### config.mk
export PLATFORM = sky130hd
export DESIGN_NAME = lcdpwr_top
export DESIGN_NICKNAME = d
export VERILOG_FILES = /design/src/rtl/lcdpwr_pkg.sv /design/src/rtl/lcdpwr_sync.sv /design/src/rtl/lcdpwr_scan.sv /design/src/rtl/lcdpwr_top.sv
export SDC_FILE = /design/constraint.sdc
export NUM_CORES = 1
export LEC_CHECK = 0
export BUFFER_PORTS_ARGS = -buffer_cell sky130_fd_sc_hd__buf_4
export CAP_MARGIN = 15
export CORE_ASPECT_RATIO = 1.75
export CORE_UTILIZATION = 44
export CTS_CLUSTER_SIZE = 8
export DETAILED_ROUTE_END_ITERATION = 6
export PLACE_DENSITY_LB_ADDON = 0.05
export SLEW_MARGIN = 20
export SYNTH_ARGS = -nofsm -noshare
export SYNTH_HDL_FRONTEND = slang
export SYNTH_HIERARCHICAL = 1
export SYNTH_SLANG_ARGS = --single-unit
### constraint.sdc
create_clock -name i_clock -period 2.2 [get_ports i_clock]
set_input_delay 0.11 -clock i_clock [delete_from_list [all_inputs] [get_ports i_clock]]
set_output_delay 0.11 -clock i_clock [all_outputs]
set_load 0.1 [all_outputs]
### src/rtl/lcdpwr_pkg.sv
// Purpose: Constants for the LCD drive power and scan control block.
// Assumes: Registers sit on APB, one 32-bit aligned word each.
// Notes:   Gain tables are in tenths of a unit.
package lcdpwr_pkg;
    localparam logic [7:0] LCDPWR_OFS_POWER    = 8'h00;
    localparam logic [7:0] LCDPWR_OFS_CONTRAST = 8'h04;
    localparam logic [7:0] LCDPWR_OFS_GAIN     = 8'h08;
    localparam logic [7:0] LCDPWR_OFS_SCAN     = 8'h0c;
    localparam logic [7:0] LCDPWR_OFS_REVERSAL = 8'h10;
    localparam logic [7:0] LCDPWR_OFS_STATUS   = 8'h14;
    localparam int LCDPWR_BIT_PUMP     = 2;
    localparam int LCDPWR_BIT_REG      = 1;
    localparam int LCDPWR_BIT_FOLLOW   = 0;
    localparam int LCDPWR_BIT_SCAN_REV = 0;
    localparam logic [2:0] LCDPWR_RST_POWER    = 3'h0;
    localparam logic [5:0] LCDPWR_RST_CONTRAST = 6'h20;
    localparam logic [2:0] LCDPWR_RST_GAIN     = 3'h0;
    localparam logic [5:0] LCDPWR_RST_REVERSAL = 6'h00;
    localparam logic [5:0] LCDPWR_COEF_MAX     = 6'h3f;
    localparam logic [5:0] LCDPWR_LAST_64      = 6'h3f;
    localparam logic [5:0] LCDPWR_LAST_32      = 6'h1f;
    localparam logic [5:0] LCDPWR_LAST_16      = 6'h0f;
    localparam logic [1:0] LCDPWR_VAR_64       = 2'h0;
    localparam logic [1:0] LCDPWR_VAR_32       = 2'h1;
    localparam logic [1:0] LCDPWR_VAR_16       = 2'h2;
    // Select code to gain in tenths: large panel then small panels.
    localparam logic [7:0] LCDPWR_GAIN_LG [8] = '{8'h2d, 8'h32, 8'h37,
        8'h3c, 8'h41, 8'h46, 8'h4c, 8'h51};
    localparam logic [7:0] LCDPWR_GAIN_SM [8] = '{8'h1e, 8'h23, 8'h28,
        8'h2d, 8'h32, 8'h37, 8'h3c, 8'h41};
    // Drive level encodings of the four levels.
    localparam logic [1:0] LCDPWR_LVL_A = 2'h0;
    localparam logic [1:0] LCDPWR_LVL_B = 2'h1;
    localparam logic [1:0] LCDPWR_LVL_C = 2'h2;
    localparam logic [1:0] LCDPWR_LVL_D = 2'h3;
    typedef enum logic [1:0] {
        LCDPWR_IDLE   = 2'b00,
        LCDPWR_ACCESS = 2'b01
    } lcdpwr_apb_t;
endpackage : lcdpwr_pkg

### src/rtl/lcdpwr_sync.sv
// Purpose: Three-stage synchroniser with agreement filter.
// Assumes: Input is asynchronous to i_clock.
// Notes:   Output changes only when stages two and three agree.
`timescale 1ns/10ps
`default_nettype none
module lcdpwr_sync (
    input  wire logic i_clock,  // Clock.
    input  wire logic i_nrst,   // Async reset, active low.
    input  wire logic i_async,  // Asynchronous level.
    output var  logic o_level   // Filtered level.
);
    logic s1_reg;
    logic s2_reg;
    logic s3_reg;
    always_ff @(posedge i_clock or negedge i_nrst) begin
        if (!i_nrst) begin
            s1_reg <= 1'b0;
            s2_reg <= 1'b0;
            s3_reg <= 1'b0;
        end else begin
            s1_reg <= i_async;
            s2_reg <= s1_reg;
            s3_reg <= s2_reg;
        end
    end
    always_ff @(posedge i_clock or negedge i_nrst) begin
        if (!i_nrst) begin
            o_level <= 1'b0;
        end else if (s2_reg == s3_reg) begin
            o_level <= s3_reg;
        end
    end
endmodule : lcdpwr_sync
`default_nettype wire

### src/rtl/lcdpwr_scan.sv
// Purpose: Common scan index, frame polarity and drive level select.
// Assumes: i_line_step pulses once per scanned line.
// Notes:   A reversal setting of zero gives two-frame alternation.
`timescale 1ns/10ps
`default_nettype none
module lcdpwr_scan
    import lcdpwr_pkg::*;
(
    input  wire logic       i_clock,     // Clock.
    input  wire logic       i_nrst,      // Async reset, active low.
    input  wire logic       i_line_step, // One-cycle line advance.
    input  wire logic [1:0] i_variant,   // Line count variant.
    input  wire logic       i_reverse,   // Scan reversed.
    input  wire logic [5:0] i_nline,     // Reversal setting, n-1.
    input  wire logic       i_pixel,     // Display data bit.
    output var  logic [5:0] o_common,    // Common output index.
    output var  logic       o_polarity,  // Frame polarity signal.
    output var  logic [1:0] o_level      // Drive level select.
);
    logic [5:0] pos_reg;
    logic [5:0] line_cnt_reg;
    logic [5:0] last;
    logic       frame_end;
    logic       line_sel;
    always_comb begin
        unique case (i_variant)
            LCDPWR_VAR_32: last = LCDPWR_LAST_32;
            LCDPWR_VAR_16: last = LCDPWR_LAST_16;
            default:       last = LCDPWR_LAST_64;
        endcase
    end
    assign frame_end = (pos_reg >= last);
    always_ff @(posedge i_clock or negedge i_nrst) begin
        if (!i_nrst) begin
            pos_reg <= 6'h00;
        end else if (i_line_step) begin
            pos_reg <= frame_end ? 6'h00 : pos_reg + 6'h01;
        end
    end
    // Index runs ascending or descending from the same position count.
    always_ff @(posedge i_clock or negedge i_nrst) begin
        if (!i_nrst) begin
            o_common <= 6'h00;
        end else begin
            o_common <= i_reverse ? last - pos_reg : pos_reg;
        end
    end
    always_ff @(posedge i_clock or negedge i_nrst) begin
        if (!i_nrst) begin
            line_cnt_reg <= 6'h00;
            o_polarity   <= 1'b0;
        end else if (i_line_step) begin
            if (i_nline == 6'h00) begin
                line_cnt_reg <= 6'h00;
                if (frame_end) begin
                    o_polarity <= ~o_polarity;
                end
            end else if (line_cnt_reg >= i_nline) begin
                line_cnt_reg <= 6'h00;
                o_polarity   <= ~o_polarity;
            end else begin
                line_cnt_reg <= line_cnt_reg + 6'h01;
            end
        end
    end
    assign line_sel = 1'b1;
    always_ff @(posedge i_clock or negedge i_nrst) begin
        if (!i_nrst) begin
            o_level <= LCDPWR_LVL_A;
        end else begin
            unique case ({i_pixel, line_sel, o_polarity})
                3'b000, 3'b010: o_level <= LCDPWR_LVL_A;
                3'b001, 3'b011: o_level <= LCDPWR_LVL_B;
                3'b100, 3'b110: o_level <= LCDPWR_LVL_C;
                default:        o_level <= LCDPWR_LVL_D;
            endcase
        end
    end
endmodule : lcdpwr_scan
`default_nettype wire

### src/rtl/lcdpwr_top.sv
// Purpose: APB register file and drive power control outputs.
// Assumes: APB master holds requests until pready; pready always high.
// Notes:   Enables are gated off while the device is a slave.
//
// The implementer's own choices: the register offsets and the APB register port.
`timescale 1ns/10ps
`default_nettype none
module lcdpwr_top
    import lcdpwr_pkg::*;
(
    input  wire logic        i_clock,     // 25 MHz clock.
    input  wire logic        i_nrst,      // Async reset, active low.
    input  wire logic        i_psel,      // APB select.
    input  wire logic        i_penable,   // APB enable.
    input  wire logic        i_pwrite,    // APB write.
    input  wire logic [7:0]  i_paddr,     // APB byte address.
    input  wire logic [31:0] i_pwdata,    // APB write data.
    output var  logic [31:0] o_prdata,    // APB read data.
    output var  logic        o_pready,    // APB ready.
    output var  logic        o_pslverr,   // APB error.
    input  wire logic        i_master,    // Master strap pin.
    input  wire logic [1:0]  i_variant,   // Line count variant.
    input  wire logic        i_line_step, // Line advance pulse.
    input  wire logic        i_pixel,     // Display data bit.
    output var  logic        o_pump_en,   // Charge pump enable.
    output var  logic        o_reg_en,    // Regulator enable.
    output var  logic        o_follow_en, // Follower enable.
    output var  logic [5:0]  o_coef,      // Regulator coefficient.
    output var  logic [2:0]  o_gain_sel,  // Regulator gain select.
    output var  logic [7:0]  o_gain_x10,  // Nominal gain, tenths.
    output var  logic [5:0]  o_common,    // Common output index.
    output var  logic        o_polarity,  // Frame polarity signal.
    output var  logic [1:0]  o_level      // Drive level select.
);
    logic [2:0] power_stage_enables_reg;
    logic [5:0] contrast_level_reg;
    logic [2:0] regulator_gain_select_reg;
    logic       scan_reverse_reg;
    logic [5:0] line_reversal_reg;
    logic       master_level;
    logic       wr_en;
    logic       rd_en;
    logic       mapped;

    function automatic logic ofs_known(input logic [7:0] a);
        return a == LCDPWR_OFS_POWER || a == LCDPWR_OFS_CONTRAST ||
               a == LCDPWR_OFS_GAIN || a == LCDPWR_OFS_SCAN ||
               a == LCDPWR_OFS_REVERSAL || a == LCDPWR_OFS_STATUS;
    endfunction : ofs_known

    lcdpwr_sync u_master_sync (
        .i_clock (i_clock),
        .i_nrst  (i_nrst),
        .i_async (i_master),
        .o_level (master_level)
    );

    assign mapped = ofs_known(i_paddr);
    // Zero wait states: the access phase completes on its first edge.
    assign wr_en = i_psel && i_penable && i_pwrite && mapped;
    assign rd_en = i_psel && !i_penable && !i_pwrite;

    always_ff @(posedge i_clock or negedge i_nrst) begin
        if (!i_nrst) begin
            o_pready  <= 1'b1;
            o_pslverr <= 1'b0;
        end else begin
            o_pready  <= 1'b1;
            o_pslverr <= i_psel && !i_penable && !mapped;
        end
    end

    // Each enable bit is stored separately; no pattern is rejected.
    always_ff @(posedge i_clock or negedge i_nrst) begin
        if (!i_nrst) begin
            power_stage_enables_reg <= LCDPWR_RST_POWER;
        end else if (wr_en && i_paddr == LCDPWR_OFS_POWER) begin
            power_stage_enables_reg <= i_pwdata[2:0];
        end
    end
    always_ff @(posedge i_clock or negedge i_nrst) begin
        if (!i_nrst) begin
            contrast_level_reg <= LCDPWR_RST_CONTRAST;
        end else if (wr_en && i_paddr == LCDPWR_OFS_CONTRAST) begin
            contrast_level_reg <= i_pwdata[5:0];
        end
    end
    always_ff @(posedge i_clock or negedge i_nrst) begin
        if (!i_nrst) begin
            regulator_gain_select_reg <= LCDPWR_RST_GAIN;
        end else if (wr_en && i_paddr == LCDPWR_OFS_GAIN) begin
            regulator_gain_select_reg <= i_pwdata[2:0];
        end
    end
    always_ff @(posedge i_clock or negedge i_nrst) begin
        if (!i_nrst) begin
            scan_reverse_reg  <= 1'b0;
            line_reversal_reg <= LCDPWR_RST_REVERSAL;
        end else if (wr_en) begin
            if (i_paddr == LCDPWR_OFS_SCAN) begin
                scan_reverse_reg <= i_pwdata[LCDPWR_BIT_SCAN_REV];
            end
            if (i_paddr == LCDPWR_OFS_REVERSAL) begin
                line_reversal_reg <= i_pwdata[5:0];
            end
        end
    end

    // Outputs follow the registers on the edge after the write.
    // Gating on master mode means a slave never runs its generator.
    always_ff @(posedge i_clock or negedge i_nrst) begin
        if (!i_nrst) begin
            o_pump_en   <= 1'b0;
            o_reg_en    <= 1'b0;
            o_follow_en <= 1'b0;
            o_coef      <= LCDPWR_COEF_MAX;
            o_gain_sel  <= LCDPWR_RST_GAIN;
            o_gain_x10  <= LCDPWR_GAIN_LG[0];
        end else begin
            o_pump_en   <= master_level &&
                power_stage_enables_reg[LCDPWR_BIT_PUMP];
            o_reg_en    <= master_level &&
                power_stage_enables_reg[LCDPWR_BIT_REG];
            o_follow_en <= master_level &&
                power_stage_enables_reg[LCDPWR_BIT_FOLLOW];
            o_coef      <= LCDPWR_COEF_MAX - contrast_level_reg;
            o_gain_sel  <= regulator_gain_select_reg;
            o_gain_x10  <= (i_variant == LCDPWR_VAR_64) ?
                LCDPWR_GAIN_LG[regulator_gain_select_reg] :
                LCDPWR_GAIN_SM[regulator_gain_select_reg];
        end
    end

    always_ff @(posedge i_clock or negedge i_nrst) begin
        if (!i_nrst) begin
            o_prdata <= 32'h0000_0000;
        end else if (rd_en) begin
            unique case (i_paddr)
                LCDPWR_OFS_SCAN:
                    o_prdata <= {31'h0, scan_reverse_reg};
                LCDPWR_OFS_REVERSAL:
                    o_prdata <= {26'h0, line_reversal_reg};
                LCDPWR_OFS_STATUS:
                    o_prdata <= {16'h0, o_common, o_level, o_polarity,
                                 master_level, 3'h0, o_pump_en,
                                 o_reg_en, o_follow_en};
                default:
                    o_prdata <= 32'h0000_0000;
            endcase
        end
    end

    lcdpwr_scan u_scan (
        .i_clock     (i_clock),
        .i_nrst      (i_nrst),
        .i_line_step (i_line_step),
        .i_variant   (i_variant),
        .i_reverse   (scan_reverse_reg),
        .i_nline     (line_reversal_reg),
        .i_pixel     (i_pixel),
        .o_common    (o_common),
        .o_polarity  (o_polarity),
        .o_level     (o_level)
    );
endmodule : lcdpwr_top
`default_nettype wire

==> metrics.txt <==
post-CTS setup buffer count 0; VDD IR max 667.4 uV; Die H 123.1 um; Fill cells 683; crit path max-delay cell type dfrtp_1; H-tree depth 3; drc violations 11; Primary FF master, synth dfrtp_1; GP Congestion 0.7774; r2r setup slk 0.42 ns; Final Hold Vio Count 0; max_cap viols 0; TritonCTS clock tree done; Via density 5.056; GR Overflow Total 0; Pwr Density 997.7 mW/mm2; clock sink count 80; CTS Hold Bufs 3; initial antenna violation count 0; Critical Path RT 2.47 ns; Die X 71.20 um; worst r2r src line_reversal_reg[4]$_DFFE_PN0P_; Core ar. 0.008016 mm2; Post-Synthesis Cells 298; Post-Synthesis Cell Area 0.003687 mm2; worst rel slew slack 0.5503; flops & latches, synth 80; final slew viol count 0; # nets final 438; Largest register FFs 16; Ant. Diodes 0; Placed Area 0.004197 mm2; synth unique cells 51; Largest regs o_prdata x16, o_gain_x10 x7; warnings from Yosys 6; worst skew pair latency 0.33 ns; largest net degree at the start of global routing 50; # port buffers 68; worst min-delay path class in -> reg; Crit Path Class reg -> reg; Final Instance Area 0.004567 mm2; type of element capturing the critical path flop; IO Pins 113; Min-Delay Endpoint line_reversal_reg[4]$_DFFE_PN0P_; status finished, violations left; asr flop ratio synth 1.000; Row Count 43; number of synthesized flops with an enable pin 0; Worst Hold Depth 2; fin crit share 0.8076; critical path arrival 2.05 ns; average wire per cell in the routed design 15.29 um; launch point of the worst hold path i_pwdata[4]; total global-route track usage 0.1754; DRT Pass-1 Iters 7; Lkg Pwr 2.231 nW; area leader, netlist dfrtp_1; synth top area cells dfrtp_1, dfstp_2, mux2_2, ha_1, buf_4; Final Core Density 0.5697; layout cell share with drive strength beyond 1 0.3476; first-pass GRT wire length 11340 um; vias in the first global route 2325; drt initial violations 99; minimum clock period 1.777 ns; Reg clk slew, reported paths 0.06 ns; Initial Util 0.4600; Biggest register o_prdata; via count 2346; Total Wirelength 7093 um; reg-to-reg endpoint u_scan/line_cnt_reg[4]$_DFFE_PN0P_; Layout Area Growth over Synthesis 23.85%; synth cell count leaders dfrtp_1, inv_1, mux2_2; r2r worst-path depth 7; top-area cell type share of the netlist area 0.4683; failing checks design-rule violations; Root Driver clkbuf_16; endpoints failing setup 0; Worst Skew 0.003892 ns; most frequent cell after synthesis dfrtp_1; post-detail-place hpwl 5195 um; post-route ant nets 0; post_cts resized 0; Avg Inst Size Synth 12.37 um2; CP Max Fanout 8; fmax 0.5629 GHz; Worst path max stage delay 0.41 ns; Seq/Total Area, Yosys 0.5467; CTS buffer count 9; RSZ-0062 raised after global routing no; Max Root-Sink Buffers 2; final setup TNS 0 ns; CP startpoint kind flop; full die area 0.008765 mm2; Slew @ Worst Pin 0.6745 ns; CP Cell Sequence inv_1 > ha_1 > a21o_1 > a21oi_1 > o211ai_2 > nor4_2 > a211o_1
[critical path, delay by kind of cell (launching register included)]
kind	cells	cell delay (ns)
compound gates	4	0.69
fa+ha+maj	1	0.31
buf+inv	1	0.07
flops	1	0.41
simple gates	1	0.25
[routing by layer]
| layer | GRT usage | share of wire |
|---|---|---|
| met5 | 0 | 0 |
| met4 | 0.07750 | 0.0083 |
| met3 | 0.05297 | 0.034 |
| met2 | 0.3036 | 0.55 |
| met1 | 0.1977 | 0.40 |
[power breakdown]
part | total (mW) | internal, mW | switching (mW)
sequential | 1.73 | 1.61 | 0.125
clock | 1.68 | 1.14 | 0.541
combinational | 1.14 | 0.248 | 0.894
total | 4.56 | 3.00 | 1.56
[cells in the final DEF, fill, tap and decap left out, types with 2 or more instances in the layout]
cell	Yosys	final
dfrtp_1	69	69
nand2b_1	6	6
ha_1	18	18
clkbuf_1	5	3
mux2i_1	8	8
xor2_1	6	6
mux2_2	21	21
dlygate4sd3_1	0	3
a21oi_1	4	4
a22o_1	10	10
buf_4	19	68
a21o_1	3	3
nor2_1	5	5
and2_1	4	4
nor4_2	3	3
clkbuf_16	0	9
bufinv_16	0	3
o211ai_1	3	3
o21ai_0	15	15
nand3_2	3	3
xnor2_1	3	3
nand4_1	3	3
and4_1	2	2
nand3_1	7	7
inv_1	23	23
nand2_1	18	18
conb_1	2	18
dfstp_2	11	11
[worst max path at each step]
stage	start	end	slack, ns	depth (start not counted)
2_1_floorplan	u_scan/pos_reg[4]$_DFFE_PN0P_	u_scan/o_polarity$_DFFE_PN0P_	0.54	5
3_3_place_gp	line_reversal_reg[2]$_DFFE_PN0P_	u_scan/line_cnt_reg[4]$_DFFE_PN0P_	0.45	7
3_5_place_dp	line_reversal_reg[4]$_DFFE_PN0P_	u_scan/line_cnt_reg[4]$_DFFE_PN0P_	0.43	7
4_1_cts	line_reversal_reg[4]$_DFFE_PN0P_	u_scan/line_cnt_reg[4]$_DFFE_PN0P_	0.42	7
5_1_grt	line_reversal_reg[4]$_DFFE_PN0P_	u_scan/line_cnt_reg[4]$_DFFE_PN0P_	0.25	7
6_report	line_reversal_reg[4]$_DFFE_PN0P_	u_scan/line_cnt_reg[4]$_DFFE_PN0P_	0.42	7
[logic make-up (layout without fill, tap and decap cells)]
kind of cell | Yosys count | after routing | synth area share
DFF | 80 | 80 | 0.5467
and+or+nand+nor | 62 | 62 | 0.1103
buffers and inverters | 51 | 111 | 0.07601
AOI/OAI and AO/OA | 44 | 44 | 0.08212
muxes | 30 | 30 | 0.09196
adders and majority gates | 20 | 20 | 0.06956
xor gates and xnor gates | 9 | 9 | 0.02138
other | 2 | 18 | 0.002037
[layout make-up]
cell class | count | area [um2] | area share
Clock buffer | 13 | 250.2 | 0.05479
Inverter | 23 | 86.33 | 0.01890
Clock inverter | 3 | 90.09 | 0.01973
Sequential cell | 80 | 2016 | 0.4414
Multi-Input combinational cell | 183 | 1451 | 0.3178
Timing Repair Buffer | 72 | 560.5 | 0.1227
Tap cell | 90 | 112.6 | 0.02466
[stage by stage]
stage | power (mW) | hold WS (ns) | instances | setup WS, ns
after floorplan | 2.651 | -0.1856 | 314 | 0.5429
after global placement | 2.886 | 0.07678 | 445 | 0.4489
after detailed placement | 2.900 | 0.08004 | 445 | 0.4311
after CTS | 4.613 | 0.006600 | 464 | 0.4172
after global routing | 4.742 | 0.01446 | 464 | 0.2475
final | 4.557 | 0.02110 | 464 | 0.4233
Note: power is estimated with default switching activity, not from simulation.
